--- src/verilog/ctbf_pkg.sv ---
// Package: constants, field layout and types for the CAN transmit buffer and ID filter block
package ctbf_pkg;
  // ==========================================================
  // Sizes
  localparam int NBUF   = 4;  // Transmit buffers in total
  localparam int NDED   = 2;  // Buffers 0..NDED-1 dedicated, the rest form the queue
  localparam int ADDR_W = 8;  // AXI byte address width
  localparam int EID_W  = 29; // Extended identifier width
  localparam int SID_W  = 11; // Standard identifier width
  // ==========================================================
  // Register byte offsets
  localparam logic [7:0] OFS_CTRL = 8'h00; // Control and global filter
  localparam logic [7:0] OFS_SFLT = 8'h04; // Standard filter element
  localparam logic [7:0] OFS_EFA  = 8'h08; // Extended filter element, word 0
  localparam logic [7:0] OFS_EFB  = 8'h0c; // Extended filter element, word 1
  localparam logic [7:0] OFS_ADD  = 8'h10; // Add request (W) / pending (R)
  localparam logic [7:0] OFS_CAN  = 8'h14; // Cancel request
  localparam logic [7:0] OFS_OCC  = 8'h18; // Transmission occurred
  localparam logic [7:0] OFS_CFIN = 8'h1c; // Cancellation finished
  localparam logic [7:0] OFS_STAT = 8'h20; // Status
  localparam logic [7:0] OFS_ID0  = 8'h40; // Buffer identifiers, one word each
  localparam logic [7:0] OFS_DAT0 = 8'h50; // Buffer payload words, one each
  // ==========================================================
  // Field positions
  localparam int CTRL_DAR   = 0; // disable_auto_retransmit
  localparam int CTRL_ANFS  = 1; // accept_nonmatching_standard [2:1]
  localparam int CTRL_ANFE  = 3; // accept_nonmatching_extended [4:3]
  localparam int CTRL_SEN   = 5; // Standard element configured
  localparam int CTRL_EEN   = 6; // Extended element configured
  localparam int CTRL_W     = 7;
  localparam int FLT_ID2    = 16; // std_filter_id_second position
  localparam int FLT_SCFG   = 27; // std_filter_element_config [29:27]
  localparam int FLT_ECFG   = 29; // ext_filter_element_config [31:29]
  localparam int FLT_TYPE   = 30; // Filter type [31:30]
  localparam int STAT_HPM   = 0;  // high_priority_message_flag
  localparam int STAT_BUSY  = 4;
  localparam int STAT_PUT   = 8;  // Put index [9:8]
  // ==========================================================
  // Reset values and encodings
  localparam logic [CTRL_W-1:0] CTRL_RST    = 7'h00;
  localparam logic [1:0]        FT_CLASSIC  = 2'h2;
  localparam logic [1:0]        RESP_OKAY   = 2'h0;
  localparam logic [1:0]        RESP_SLVERR = 2'h2;
  // ==========================================================
  // Types
  typedef enum logic [1:0] {
    TX_IDLE   = 2'h0,
    TX_ACTIVE = 2'h1,
    TX_RETIRE = 2'h3
  } ctbf_txst_t;

  typedef enum logic [3:0] {
    RG_CTRL, RG_SFLT, RG_EFA, RG_EFB, RG_ADD, RG_CAN, RG_OCC, RG_CFIN,
    RG_STAT, RG_ID, RG_DAT, RG_NONE
  } ctbf_reg_t;

  typedef struct packed {
    logic             valid;
    logic             ext;   // Extended identifier
    logic [EID_W-1:0] id;    // Standard IDs in low bits
  } ctbf_rx_t;

  typedef struct packed {
    logic [EID_W-1:0] id;
    logic [31:0]      data;
    logic [1:0]       bufn;
  } ctbf_txf_t;

  typedef struct packed {
    logic                            aw_rdy, w_rdy, aw_hold, w_hold;
    logic [ADDR_W-1:0]               aw_addr;
    logic [31:0]                     w_data;
    logic [3:0]                      w_strb;
    logic                            bvalid;
    logic [1:0]                      bresp;
    logic                            ar_rdy, rvalid;
    logic [1:0]                      rresp;
    logic [31:0]                     rdata;
    logic [CTRL_W-1:0]               ctrl;
    logic [31:0]                     sflt, efa, efb;
    logic [NBUF-1:0][EID_W-1:0]      tx_id;
    logic [NBUF-1:0][31:0]           tx_data;
    logic [NBUF-1:0]                 pend, occ, cfin, creq;
    logic                            hpm;
    logic [1:0]                      put_idx;
    ctbf_txst_t                      st;
    logic [1:0]                      act;
    logic                            begun;
    logic                            tx_valid;
    ctbf_txf_t                       txf;
    logic                            rx_store, rx_fifo;
  } ctbf_state_t;
endpackage

--- src/verilog/ctbf_core.sv ---
// Transmit buffer scheduling, cancellation and receive ID filter behind AXI4-Lite
module ctbf_core
  import ctbf_pkg::*;
(
  // Clock and reset
  input  wire logic              sys_clk,
  input  wire logic              reset,
  // AXI4-Lite slave
  input  wire logic              s_axi_awvalid,
  output logic                   s_axi_awready,
  input  wire logic [ADDR_W-1:0] s_axi_awaddr,
  input  wire logic [2:0]        s_axi_awprot,
  input  wire logic              s_axi_wvalid,
  output logic                   s_axi_wready,
  input  wire logic [31:0]       s_axi_wdata,
  input  wire logic [3:0]        s_axi_wstrb,
  output logic                   s_axi_bvalid,
  input  wire logic              s_axi_bready,
  output logic [1:0]             s_axi_bresp,
  input  wire logic              s_axi_arvalid,
  output logic                   s_axi_arready,
  input  wire logic [ADDR_W-1:0] s_axi_araddr,
  input  wire logic [2:0]        s_axi_arprot,
  output logic                   s_axi_rvalid,
  input  wire logic              s_axi_rready,
  output logic [31:0]            s_axi_rdata,
  output logic [1:0]             s_axi_rresp,
  // Protocol controller, transmit side
  output logic                   tx_valid,
  output ctbf_txf_t              tx_frame,
  input  wire logic              pc_sof,
  input  wire logic              pc_ok,
  input  wire logic              pc_fail,
  // Protocol controller, receive side
  input  ctbf_rx_t               rx_in,
  output logic                   rx_store,
  output logic                   rx_fifo
);

  // ==========================================================
  // State
  ctbf_state_t s_r;   // Whole state of the block
  ctbf_state_t s_nxt; // Its next value

  // Register decode, shared by read and write paths
  function automatic ctbf_reg_t ctbf_dec(input logic [ADDR_W-1:0] a);
    if (a[1:0] != 2'h0) return RG_NONE;           // Unaligned
    if (a[7:4] == OFS_ID0[7:4]) return RG_ID;
    if (a[7:4] == OFS_DAT0[7:4]) return RG_DAT;
    case (a)
      OFS_CTRL: return RG_CTRL;
      OFS_SFLT: return RG_SFLT;
      OFS_EFA:  return RG_EFA;
      OFS_EFB:  return RG_EFB;
      OFS_ADD:  return RG_ADD;
      OFS_CAN:  return RG_CAN;
      OFS_OCC:  return RG_OCC;
      OFS_CFIN: return RG_CFIN;
      OFS_STAT: return RG_STAT;
      default:  return RG_NONE;
    endcase
  endfunction

  // Byte-lane merge of a write into an old value
  function automatic logic [31:0] ctbf_merge(input logic [31:0] o, input logic [31:0] d,
                                             input logic [3:0] st);
    logic [31:0] r;
    r = o;
    for (int i = 0; i < 4; i++) if (st[i]) r[8*i +: 8] = d[8*i +: 8];
    return r;
  endfunction

  // Lowest ID wins; ascending scan with strict compare keeps lowest number on ties
  function automatic logic [2:0] ctbf_pick(input logic [NBUF-1:0] av,
                                           input logic [NBUF-1:0][EID_W-1:0] ids);
    logic       f;
    logic [1:0] b;
    f = 1'b0;
    b = 2'h0;
    for (int i = 0; i < NBUF; i++) begin
      if (av[i] && (!f || ids[i] < ids[b])) begin
        f = 1'b1;
        b = i[1:0];
      end
    end
    return {f, b};
  endfunction

  // Filter compare; classic treats second field as mask, else dual exact IDs
  function automatic logic ctbf_match(input logic [EID_W-1:0] id, input logic [EID_W-1:0] f,
                                      input logic [EID_W-1:0] m, input logic [1:0] t);
    if (t == FT_CLASSIC) return ((id ^ f) & m) == '0;
    return (id == f) || (id == m);
  endfunction

  // Combinational helpers
  ctbf_reg_t            wsel;    // Decoded write target
  ctbf_reg_t            rsel;    // Decoded read target
  logic                 wr;      // Write commits this cycle
  logic [31:0]          wv;      // Write data under strobes
  logic [2:0]           pick;    // {found, buffer}
  logic                 begun_now;
  logic                 f_en, f_hit, f_store, f_fifo, f_prio;
  logic [2:0]           f_cfg;
  logic [1:0]           f_anf;
  logic [EID_W-1:0]     f_id, f_f, f_m;

  // ==========================================================
  // Next-state logic
  always_comb begin
    s_nxt = s_r;
    wsel  = ctbf_dec(s_r.aw_addr);
    rsel  = ctbf_dec(s_axi_araddr);
    wv    = ctbf_merge(32'h0, s_r.w_data, s_r.w_strb);
    // Address and data are taken in either order
    if (s_axi_awvalid && s_r.aw_rdy) begin
      s_nxt.aw_hold = 1'b1;
      s_nxt.aw_addr = s_axi_awaddr;
    end
    if (s_axi_wvalid && s_r.w_rdy) begin
      s_nxt.w_hold = 1'b1;
      s_nxt.w_data = s_axi_wdata;
      s_nxt.w_strb = s_axi_wstrb;
    end
    if (s_r.bvalid && s_axi_bready) s_nxt.bvalid = 1'b0;
    wr = s_r.aw_hold && s_r.w_hold && !s_r.bvalid;
    if (wr) begin
      s_nxt.aw_hold = 1'b0;
      s_nxt.w_hold  = 1'b0;
      s_nxt.bvalid  = 1'b1;
      s_nxt.bresp   = (wsel == RG_NONE) ? RESP_SLVERR : RESP_OKAY;
      case (wsel)
        RG_CTRL: s_nxt.ctrl = ctbf_merge({25'h0, s_r.ctrl}, s_r.w_data,
                                         s_r.w_strb)[CTRL_W-1:0];
        RG_SFLT: s_nxt.sflt = ctbf_merge(s_r.sflt, s_r.w_data, s_r.w_strb);
        RG_EFA:  s_nxt.efa  = ctbf_merge(s_r.efa, s_r.w_data, s_r.w_strb);
        RG_EFB:  s_nxt.efb  = ctbf_merge(s_r.efb, s_r.w_data, s_r.w_strb);
        RG_ID:   s_nxt.tx_id[s_r.aw_addr[3:2]] = wv[EID_W-1:0];
        // Payload writes reach the buffer only; the offered frame keeps its copy
        RG_DAT:  s_nxt.tx_data[s_r.aw_addr[3:2]] = ctbf_merge(
                   s_r.tx_data[s_r.aw_addr[3:2]], s_r.w_data, s_r.w_strb);
        RG_ADD: begin
          // Every set bit is requested in the same cycle
          s_nxt.pend = s_r.pend | wv[NBUF-1:0];
          s_nxt.occ  = s_r.occ & ~wv[NBUF-1:0];
          s_nxt.cfin = s_r.cfin & ~wv[NBUF-1:0];
        end
        RG_CAN:  s_nxt.creq = s_r.creq | (wv[NBUF-1:0] & s_r.pend);
        RG_STAT: if (wv[STAT_HPM]) s_nxt.hpm = 1'b0; // Write one to clear
        default: ;
      endcase
    end
    s_nxt.aw_rdy = !s_nxt.aw_hold && !s_nxt.bvalid;
    s_nxt.w_rdy  = !s_nxt.w_hold && !s_nxt.bvalid;

    // Read channel, answered one cycle after the address is taken
    if (s_r.rvalid && s_axi_rready) s_nxt.rvalid = 1'b0;
    if (s_axi_arvalid && s_r.ar_rdy) begin
      s_nxt.rvalid = 1'b1;
      s_nxt.rresp  = (rsel == RG_NONE) ? RESP_SLVERR : RESP_OKAY;
      case (rsel)
        RG_CTRL: s_nxt.rdata = {25'h0, s_r.ctrl};
        RG_SFLT: s_nxt.rdata = s_r.sflt;
        RG_EFA:  s_nxt.rdata = s_r.efa;
        RG_EFB:  s_nxt.rdata = s_r.efb;
        RG_ADD:  s_nxt.rdata = {28'h0, s_r.pend};
        RG_CAN:  s_nxt.rdata = {28'h0, s_r.creq};
        RG_OCC:  s_nxt.rdata = {28'h0, s_r.occ};
        RG_CFIN: s_nxt.rdata = {28'h0, s_r.cfin};
        RG_STAT: s_nxt.rdata = {22'h0, s_r.put_idx, 3'h0, s_r.st != TX_IDLE, 3'h0, s_r.hpm};
        RG_ID:   s_nxt.rdata = {3'h0, s_r.tx_id[s_axi_araddr[3:2]]};
        RG_DAT:  s_nxt.rdata = s_r.tx_data[s_axi_araddr[3:2]];
        default: s_nxt.rdata = 32'h0;
      endcase
    end
    s_nxt.ar_rdy = !s_nxt.rvalid;

    // Cancellation: once the frame has begun it runs to its end
    begun_now = s_r.begun || (pc_sof && s_r.tx_valid);
    for (int i = 0; i < NBUF; i++) begin
      if (s_nxt.creq[i] && !(begun_now && s_r.st == TX_ACTIVE && s_r.act == i[1:0])) begin
        s_nxt.pend[i] = 1'b0;
        s_nxt.cfin[i] = 1'b1;
        s_nxt.creq[i] = 1'b0;
        if (s_r.st == TX_ACTIVE && s_r.act == i[1:0]) begin
          s_nxt.tx_valid = 1'b0;                 // Withdrawn before start of frame
          s_nxt.st       = TX_RETIRE;
        end
      end
    end

    // Transmit sequencer
    pick = ctbf_pick(s_r.pend & ~s_r.creq, s_r.tx_id);
    case (s_r.st)
      TX_IDLE: begin
        if (pick[2]) begin
          s_nxt.act      = pick[1:0];
          s_nxt.tx_valid = 1'b1;
          s_nxt.begun    = 1'b0;
          // Snapshot decouples the bus frame from later buffer writes
          s_nxt.txf      = '{id: s_r.tx_id[pick[1:0]], data: s_r.tx_data[pick[1:0]],
                             bufn: pick[1:0]};
          s_nxt.st       = TX_ACTIVE;
        end
      end
      TX_ACTIVE: begin
        if (pc_sof) s_nxt.begun = 1'b1;
        if (pc_ok) begin
          // A cancel that came too late leaves no finished mark
          s_nxt.pend[s_r.act] = 1'b0;
          s_nxt.occ[s_r.act]  = 1'b1;
          s_nxt.creq[s_r.act] = 1'b0;
          s_nxt.tx_valid      = 1'b0;
          s_nxt.st            = TX_RETIRE;
        end else if (pc_fail) begin
          if (s_r.ctrl[CTRL_DAR] || s_nxt.creq[s_r.act]) begin
            s_nxt.pend[s_r.act] = 1'b0;
            s_nxt.cfin[s_r.act] = 1'b1;
            s_nxt.creq[s_r.act] = 1'b0;
          end
          // Otherwise pending stays set and the buffer competes again
          s_nxt.tx_valid = 1'b0;
          s_nxt.st       = TX_RETIRE;
        end
      end
      TX_RETIRE: s_nxt.st = TX_IDLE;             // One cycle for flags to settle
      default:   s_nxt.st = TX_IDLE;
    endcase

    // Put index: lowest free queue buffer, or the last one when all are full
    s_nxt.put_idx = 2'(NBUF - 1);
    for (int i = NBUF - 1; i >= NDED; i--) begin
      if (!s_nxt.pend[i]) s_nxt.put_idx = i[1:0];
    end

    // Receive acceptance filter
    if (rx_in.ext) begin
      f_en  = s_r.ctrl[CTRL_EEN];
      f_cfg = s_r.efa[FLT_ECFG +: 3];
      f_f   = s_r.efa[EID_W-1:0];
      f_m   = s_r.efb[EID_W-1:0];
      f_anf = s_r.ctrl[CTRL_ANFE +: 2];
      f_id  = rx_in.id;
      f_hit = ctbf_match(f_id, f_f, f_m, s_r.efb[FLT_TYPE +: 2]);
    end else begin
      f_en  = s_r.ctrl[CTRL_SEN];
      f_cfg = s_r.sflt[FLT_SCFG +: 3];
      f_f   = {18'h0, s_r.sflt[SID_W-1:0]};
      f_m   = {18'h0, s_r.sflt[FLT_ID2 +: SID_W]};
      f_anf = s_r.ctrl[CTRL_ANFS +: 2];
      f_id  = {18'h0, rx_in.id[SID_W-1:0]};
      f_hit = ctbf_match(f_id, f_f, f_m, s_r.sflt[FLT_TYPE +: 2]);
    end
    f_hit = f_hit && f_en && (f_cfg != 3'h0);
    if (f_hit) begin
      f_store = f_cfg[0] ^ f_cfg[1];
      f_fifo  = f_cfg[1];
      f_prio  = f_cfg[2] && (f_cfg[1:0] != 2'h3);
    end else begin
      // Global rule for unmatched frames never marks priority
      f_store = !f_anf[1];
      f_fifo  = f_anf[0];
      f_prio  = 1'b0;
    end
    s_nxt.rx_store = rx_in.valid && f_store;
    s_nxt.rx_fifo  = f_fifo;
    if (rx_in.valid && f_prio) s_nxt.hpm = 1'b1; // set wins over clear
  end

  // ==========================================================
  // State register
  always_ff @(posedge sys_clk) begin
    if (reset) begin
      s_r         <= '0;
      s_r.ctrl    <= CTRL_RST;
      s_r.st      <= TX_IDLE;
      s_r.put_idx <= 2'(NDED);
    end else begin
      s_r <= s_nxt;
    end
  end

  // Outputs straight from the state register
  assign s_axi_awready = s_r.aw_rdy;
  assign s_axi_wready  = s_r.w_rdy;
  assign s_axi_bvalid  = s_r.bvalid;
  assign s_axi_bresp   = s_r.bresp;
  assign s_axi_arready = s_r.ar_rdy;
  assign s_axi_rvalid  = s_r.rvalid;
  assign s_axi_rdata   = s_r.rdata;
  assign s_axi_rresp   = s_r.rresp;
  assign tx_valid      = s_r.tx_valid;
  assign tx_frame      = s_r.txf;
  assign rx_store      = s_r.rx_store;
  assign rx_fifo       = s_r.rx_fifo;
endmodule // ctbf_core

--- config.mk ---
export PLATFORM = sky130hd
export DESIGN_NAME = ctbf_core
export DESIGN_NICKNAME = d
export VERILOG_FILES = /design/src/verilog/ctbf_pkg.sv /design/src/verilog/ctbf_core.sv
export SDC_FILE = /design/constraint.sdc
export NUM_CORES = 2
export LEC_CHECK = 0
export ABC_AREA = 0
export BUFFER_PORTS_ARGS = -buffer_cell sky130_fd_sc_hd__buf_2
export CORE_MARGIN = 5
export CORE_UTILIZATION = 50
export DETAILED_ROUTE_END_ITERATION = 8
export PLACE_DENSITY = 0.74
export SYNTH_ARGS = -nofsm -noshare
export SYNTH_HDL_FRONTEND = slang
export SYNTH_SLANG_ARGS = --single-unit
--- constraint.sdc ---
create_clock -name sys_clk -period 23.9 [get_ports sys_clk]
set_clock_uncertainty 0.2 [all_clocks]
set_input_delay 2.39 -clock sys_clk [delete_from_list [all_inputs] [get_ports sys_clk]]
set_output_delay 2.39 -clock sys_clk [all_outputs]
set_load 0.005 [all_outputs]
==> results_dict.tcl <==
set metrics [dict create \
    wl_per_cell_um 23.73 \
    via_count 26178 \
    ios 206 \
    hold_ws_ns 0.2515 \
    synthCells 3400 \
    multi_input_area_um2 16400 \
    worstReg2RegStart "s_r[245]$_SDFFE_PP0P_" \
    ir_drop_uv 62.52 \
    crit_path_start_kind "flip-flop" \
    core-area_um2 57480 \
    drt_iter0_markers 3174 \
    first_pass_iters 6 \
    cts_resized 0 \
    netlist_area_um2 28920 \
    final-setup-viol-count 0 \
    fin_crit_ns 11.10 \
    wl_met3_um 11150 \
    grt_pass1_wl_um 149400 \
    drc 0 \
    yosys.area_share.simple_pct 16.76 \
    arrival_ns 11.36 \
    worstHoldStart "s_axi_rdata[1]$_SDFFE_PP0P_" \
    synth_cell_types 67 \
    tns_ns 0 \
    numCtsBuffers 55 \
    cts_tree "done" \
    fillers 5267 \
    critPathMaxStageDelay_ns 0.93 \
    grt_max_degree 207 \
    antenna_found_initial 5 \
    dp_cells 4049 \
    swShare_pct 23.41 \
    final_cell_mix "dfxtp_1, nor2_1, nand2_1" \
    postRouteAntennaNets 0 \
    finalMaxSlewViolations 0 \
    period_share_pct 46.44 \
    synth-async-reset-ratio_pct 0 \
    final_cell_area_um2 31410 \
    wl_met2_um 43550 \
    avgSynthCellArea_um2 8.505 \
    place_congestion 0.9739 \
    fmax_ghz 0.09010 \
    wirelength_um 98540 \
    switching_power_uw 433.6 \
    grt_overflow 0 \
    final_hold_viol_count 0 \
    critPathMaxFanout 97 \
    route.top_layer_used "met5" \
    internal_power_uw 1419 \
    path_clk_slew_ns 0.06 \
    htreeDepth 2 \
    clock-sinks 518 \
    die-area_um2 62740 \
    combinationalPowerShare_pct 4.3 \
    crit_slowest_cell "buf_4" \
    cts_setup_buffers 0 \
    relSlewSlack_pct 15.37 \
    rsz0062_at_grt "no" \
    tightest_slew_ns 1.269 \
    critical_path.startpoint "s_r[245]$_SDFFE_PP0P_" \
    grt_pass1_vias 24013 \
    grt_usage_pct 29.91 \
    synth-xor-area-share_pct 2.423 \
    cp-end-kind "flip-flop" \
    yosys_warnings 0 \
    cts_max_path_buffers 3 \
    clock_latency_ns 0.62 \
    synth-seq-cells 518 \
    final_layout_size_suffix_gt1_share_pct 13.94 \
    maxCapViolations 0 \
    status "completed" \
    hp-class "flip-flop to flip-flop" \
    synth.mux.area_fraction_pct 14.66 \
    cts_root_buffer "clkbuf_16" \
    dieHeight_um 250.5 \
    std_cell_rows 88 \
    dp_hpwl_um 65150 \
    seq_power_share_pct 47.4 \
    nNetsFinal 3526 \
    synth_compound_area_share_pct 18.67 \
    synthFlopType "dfxtp_1" \
    synthAdderAreaFrac_pct 3.721 \
    wl_met1_um 39590 \
    synth_top_family_by_area "compound AO/OA/AOI/OAI gates" \
    final_common_cell "dfxtp_1" \
    via_per_inst 6.305 \
    post-route-util_pct 54.65 \
    required_ns 24.16 \
    syn_to_final_growth_pct 8.615 \
    power_leakage_uw 0.01164 \
    ys_seq_area_share_pct 35.86 \
    start_util_pct 50.31 \
    io_buffer_count 197 \
    crit_type "flip-flop to flip-flop" \
    die_w_um 250.5 \
    ctsHoldBuffers 0 \
    power_density_nw_per_um2 58.97 \
    ff_latch_area_um2 10370 \
    stdcell_count 4152 \
    synth_edf_count 0 \
    clkPwrFrac_pct 48.3 \
    placed_cell_area_um2 29520 \
]
[registers in the layout, summed over array words and instances (netlist names)]
register       count
s_axi_bvalid       1
s_axi_bresp        1
tx_valid           1
s_axi_rdata       32
s_axi_rvalid       1
rx_store           1
s_axi_rresp        1
s_axi_wready       1
s_axi_arready      1
s_r              413
tx_frame          63
s_axi_awready      1
rx_fifo            1
[worst max-delay path: cells and delay by family (launching register included)]
family,cells,cell delay (ns)
AOI/OAI and AO/OA,17,4.89
adders and majority gates,3,0.91
buffers and inverters,4,2.28
DFF,1,0.38
muxes,1,0.41
and+or+nand+nor,6,1.69
[stage by stage]
stage               setup slack, ns  total power, µW
floorplan                     16.29            940.4
global placement              13.19            974.6
detailed placement            13.16            975.1
CTS                           13.09             1856
global route                  12.47             1899
finish                        12.80             1852
[cell usage after synthesis (43+ instances only)]
cell / number / share of area, %
a21oi_1: 388 / 6.7
dfxtp_1: 518 / 36
a41oi_1: 49 / 1.5
nand2_1: 407 / 5.3
ha_1: 86 / 3.7
o21ai_0: 80 / 1.4
xor2_1: 43 / 1.3
a22oi_1: 54 / 1.4
o211ai_1: 45 / 1.2
mux2i_1: 203 / 7.0
inv_1: 133 / 1.7
nand3_1: 62 / 1.1
nand4_1: 50 / 1.1
mux4_2: 97 / 7.6
nor2_1: 414 / 5.4
clkbuf_1: 208 / 2.7
buf_4: 106 / 2.8
a2111o_1: 60 / 2.3
and2_1: 55 / 1.2
nand2b_1: 43 / 0.93
[per-layer routing]
| layer | vias to the layer above | global-route usage [%] |
|---|---|---|
| met5 | - | 0 |
| met4 | 8 | 11.63 |
| met3 | 230 | 6.770 |
| met2 | 1455 | 45.84 |
| met1 | 12594 | 41.28 |
| li1 | 11891 | - |
[cell type report]
type / instances / share of cell area [%]
antenna: 1 / 0.007967
clock buffer: 80 / 5.191
timing repair buffer: 235 / 4.135
tap: 765 / 3.048
inverter: 133 / 1.590
clock inverter: 22 / 0.8007
sequential: 518 / 33.03
multi-input combinational: 2398 / 52.20
[power by group through the flow]
stage          sequential, µW  combinational [µW]  clock, µW
2_1_floorplan             891                49.3          0
3_3_place_gp              897                78.0          0
3_5_place_dp              897                78.2          0
4_1_cts                   877                78.6        900
5_1_grt                   878                85.0        936
6_report                  878                79.9        894
[cell families after synthesis]
family	Yosys count
AND/OR/NAND/NOR	1115
other	1
flip-flops	518
buffers and inverters	485
XOR/XNOR	80
multiplexers	302
adder cells (fa/ha/maj)	86
AO/OA/AOI/OAI	813
[final timing paths]
| check | to | slack, ns | cells past startpoint |
|---|---|---|---|
| max reg2reg | tx_frame[31]$_SDFFE_PP0P_ | 12.80 | 31 |
| min | s_axi_rdata[1]$_SDFFE_PP0P_ | 0.25 | 2 |
| min reg2reg | s_axi_rdata[1]$_SDFFE_PP0P_ | 0.25 | 2 |
| max | tx_frame[31]$_SDFFE_PP0P_ | 12.80 | 31 |
No activity file was read; power rests on OpenSTA's default activity.
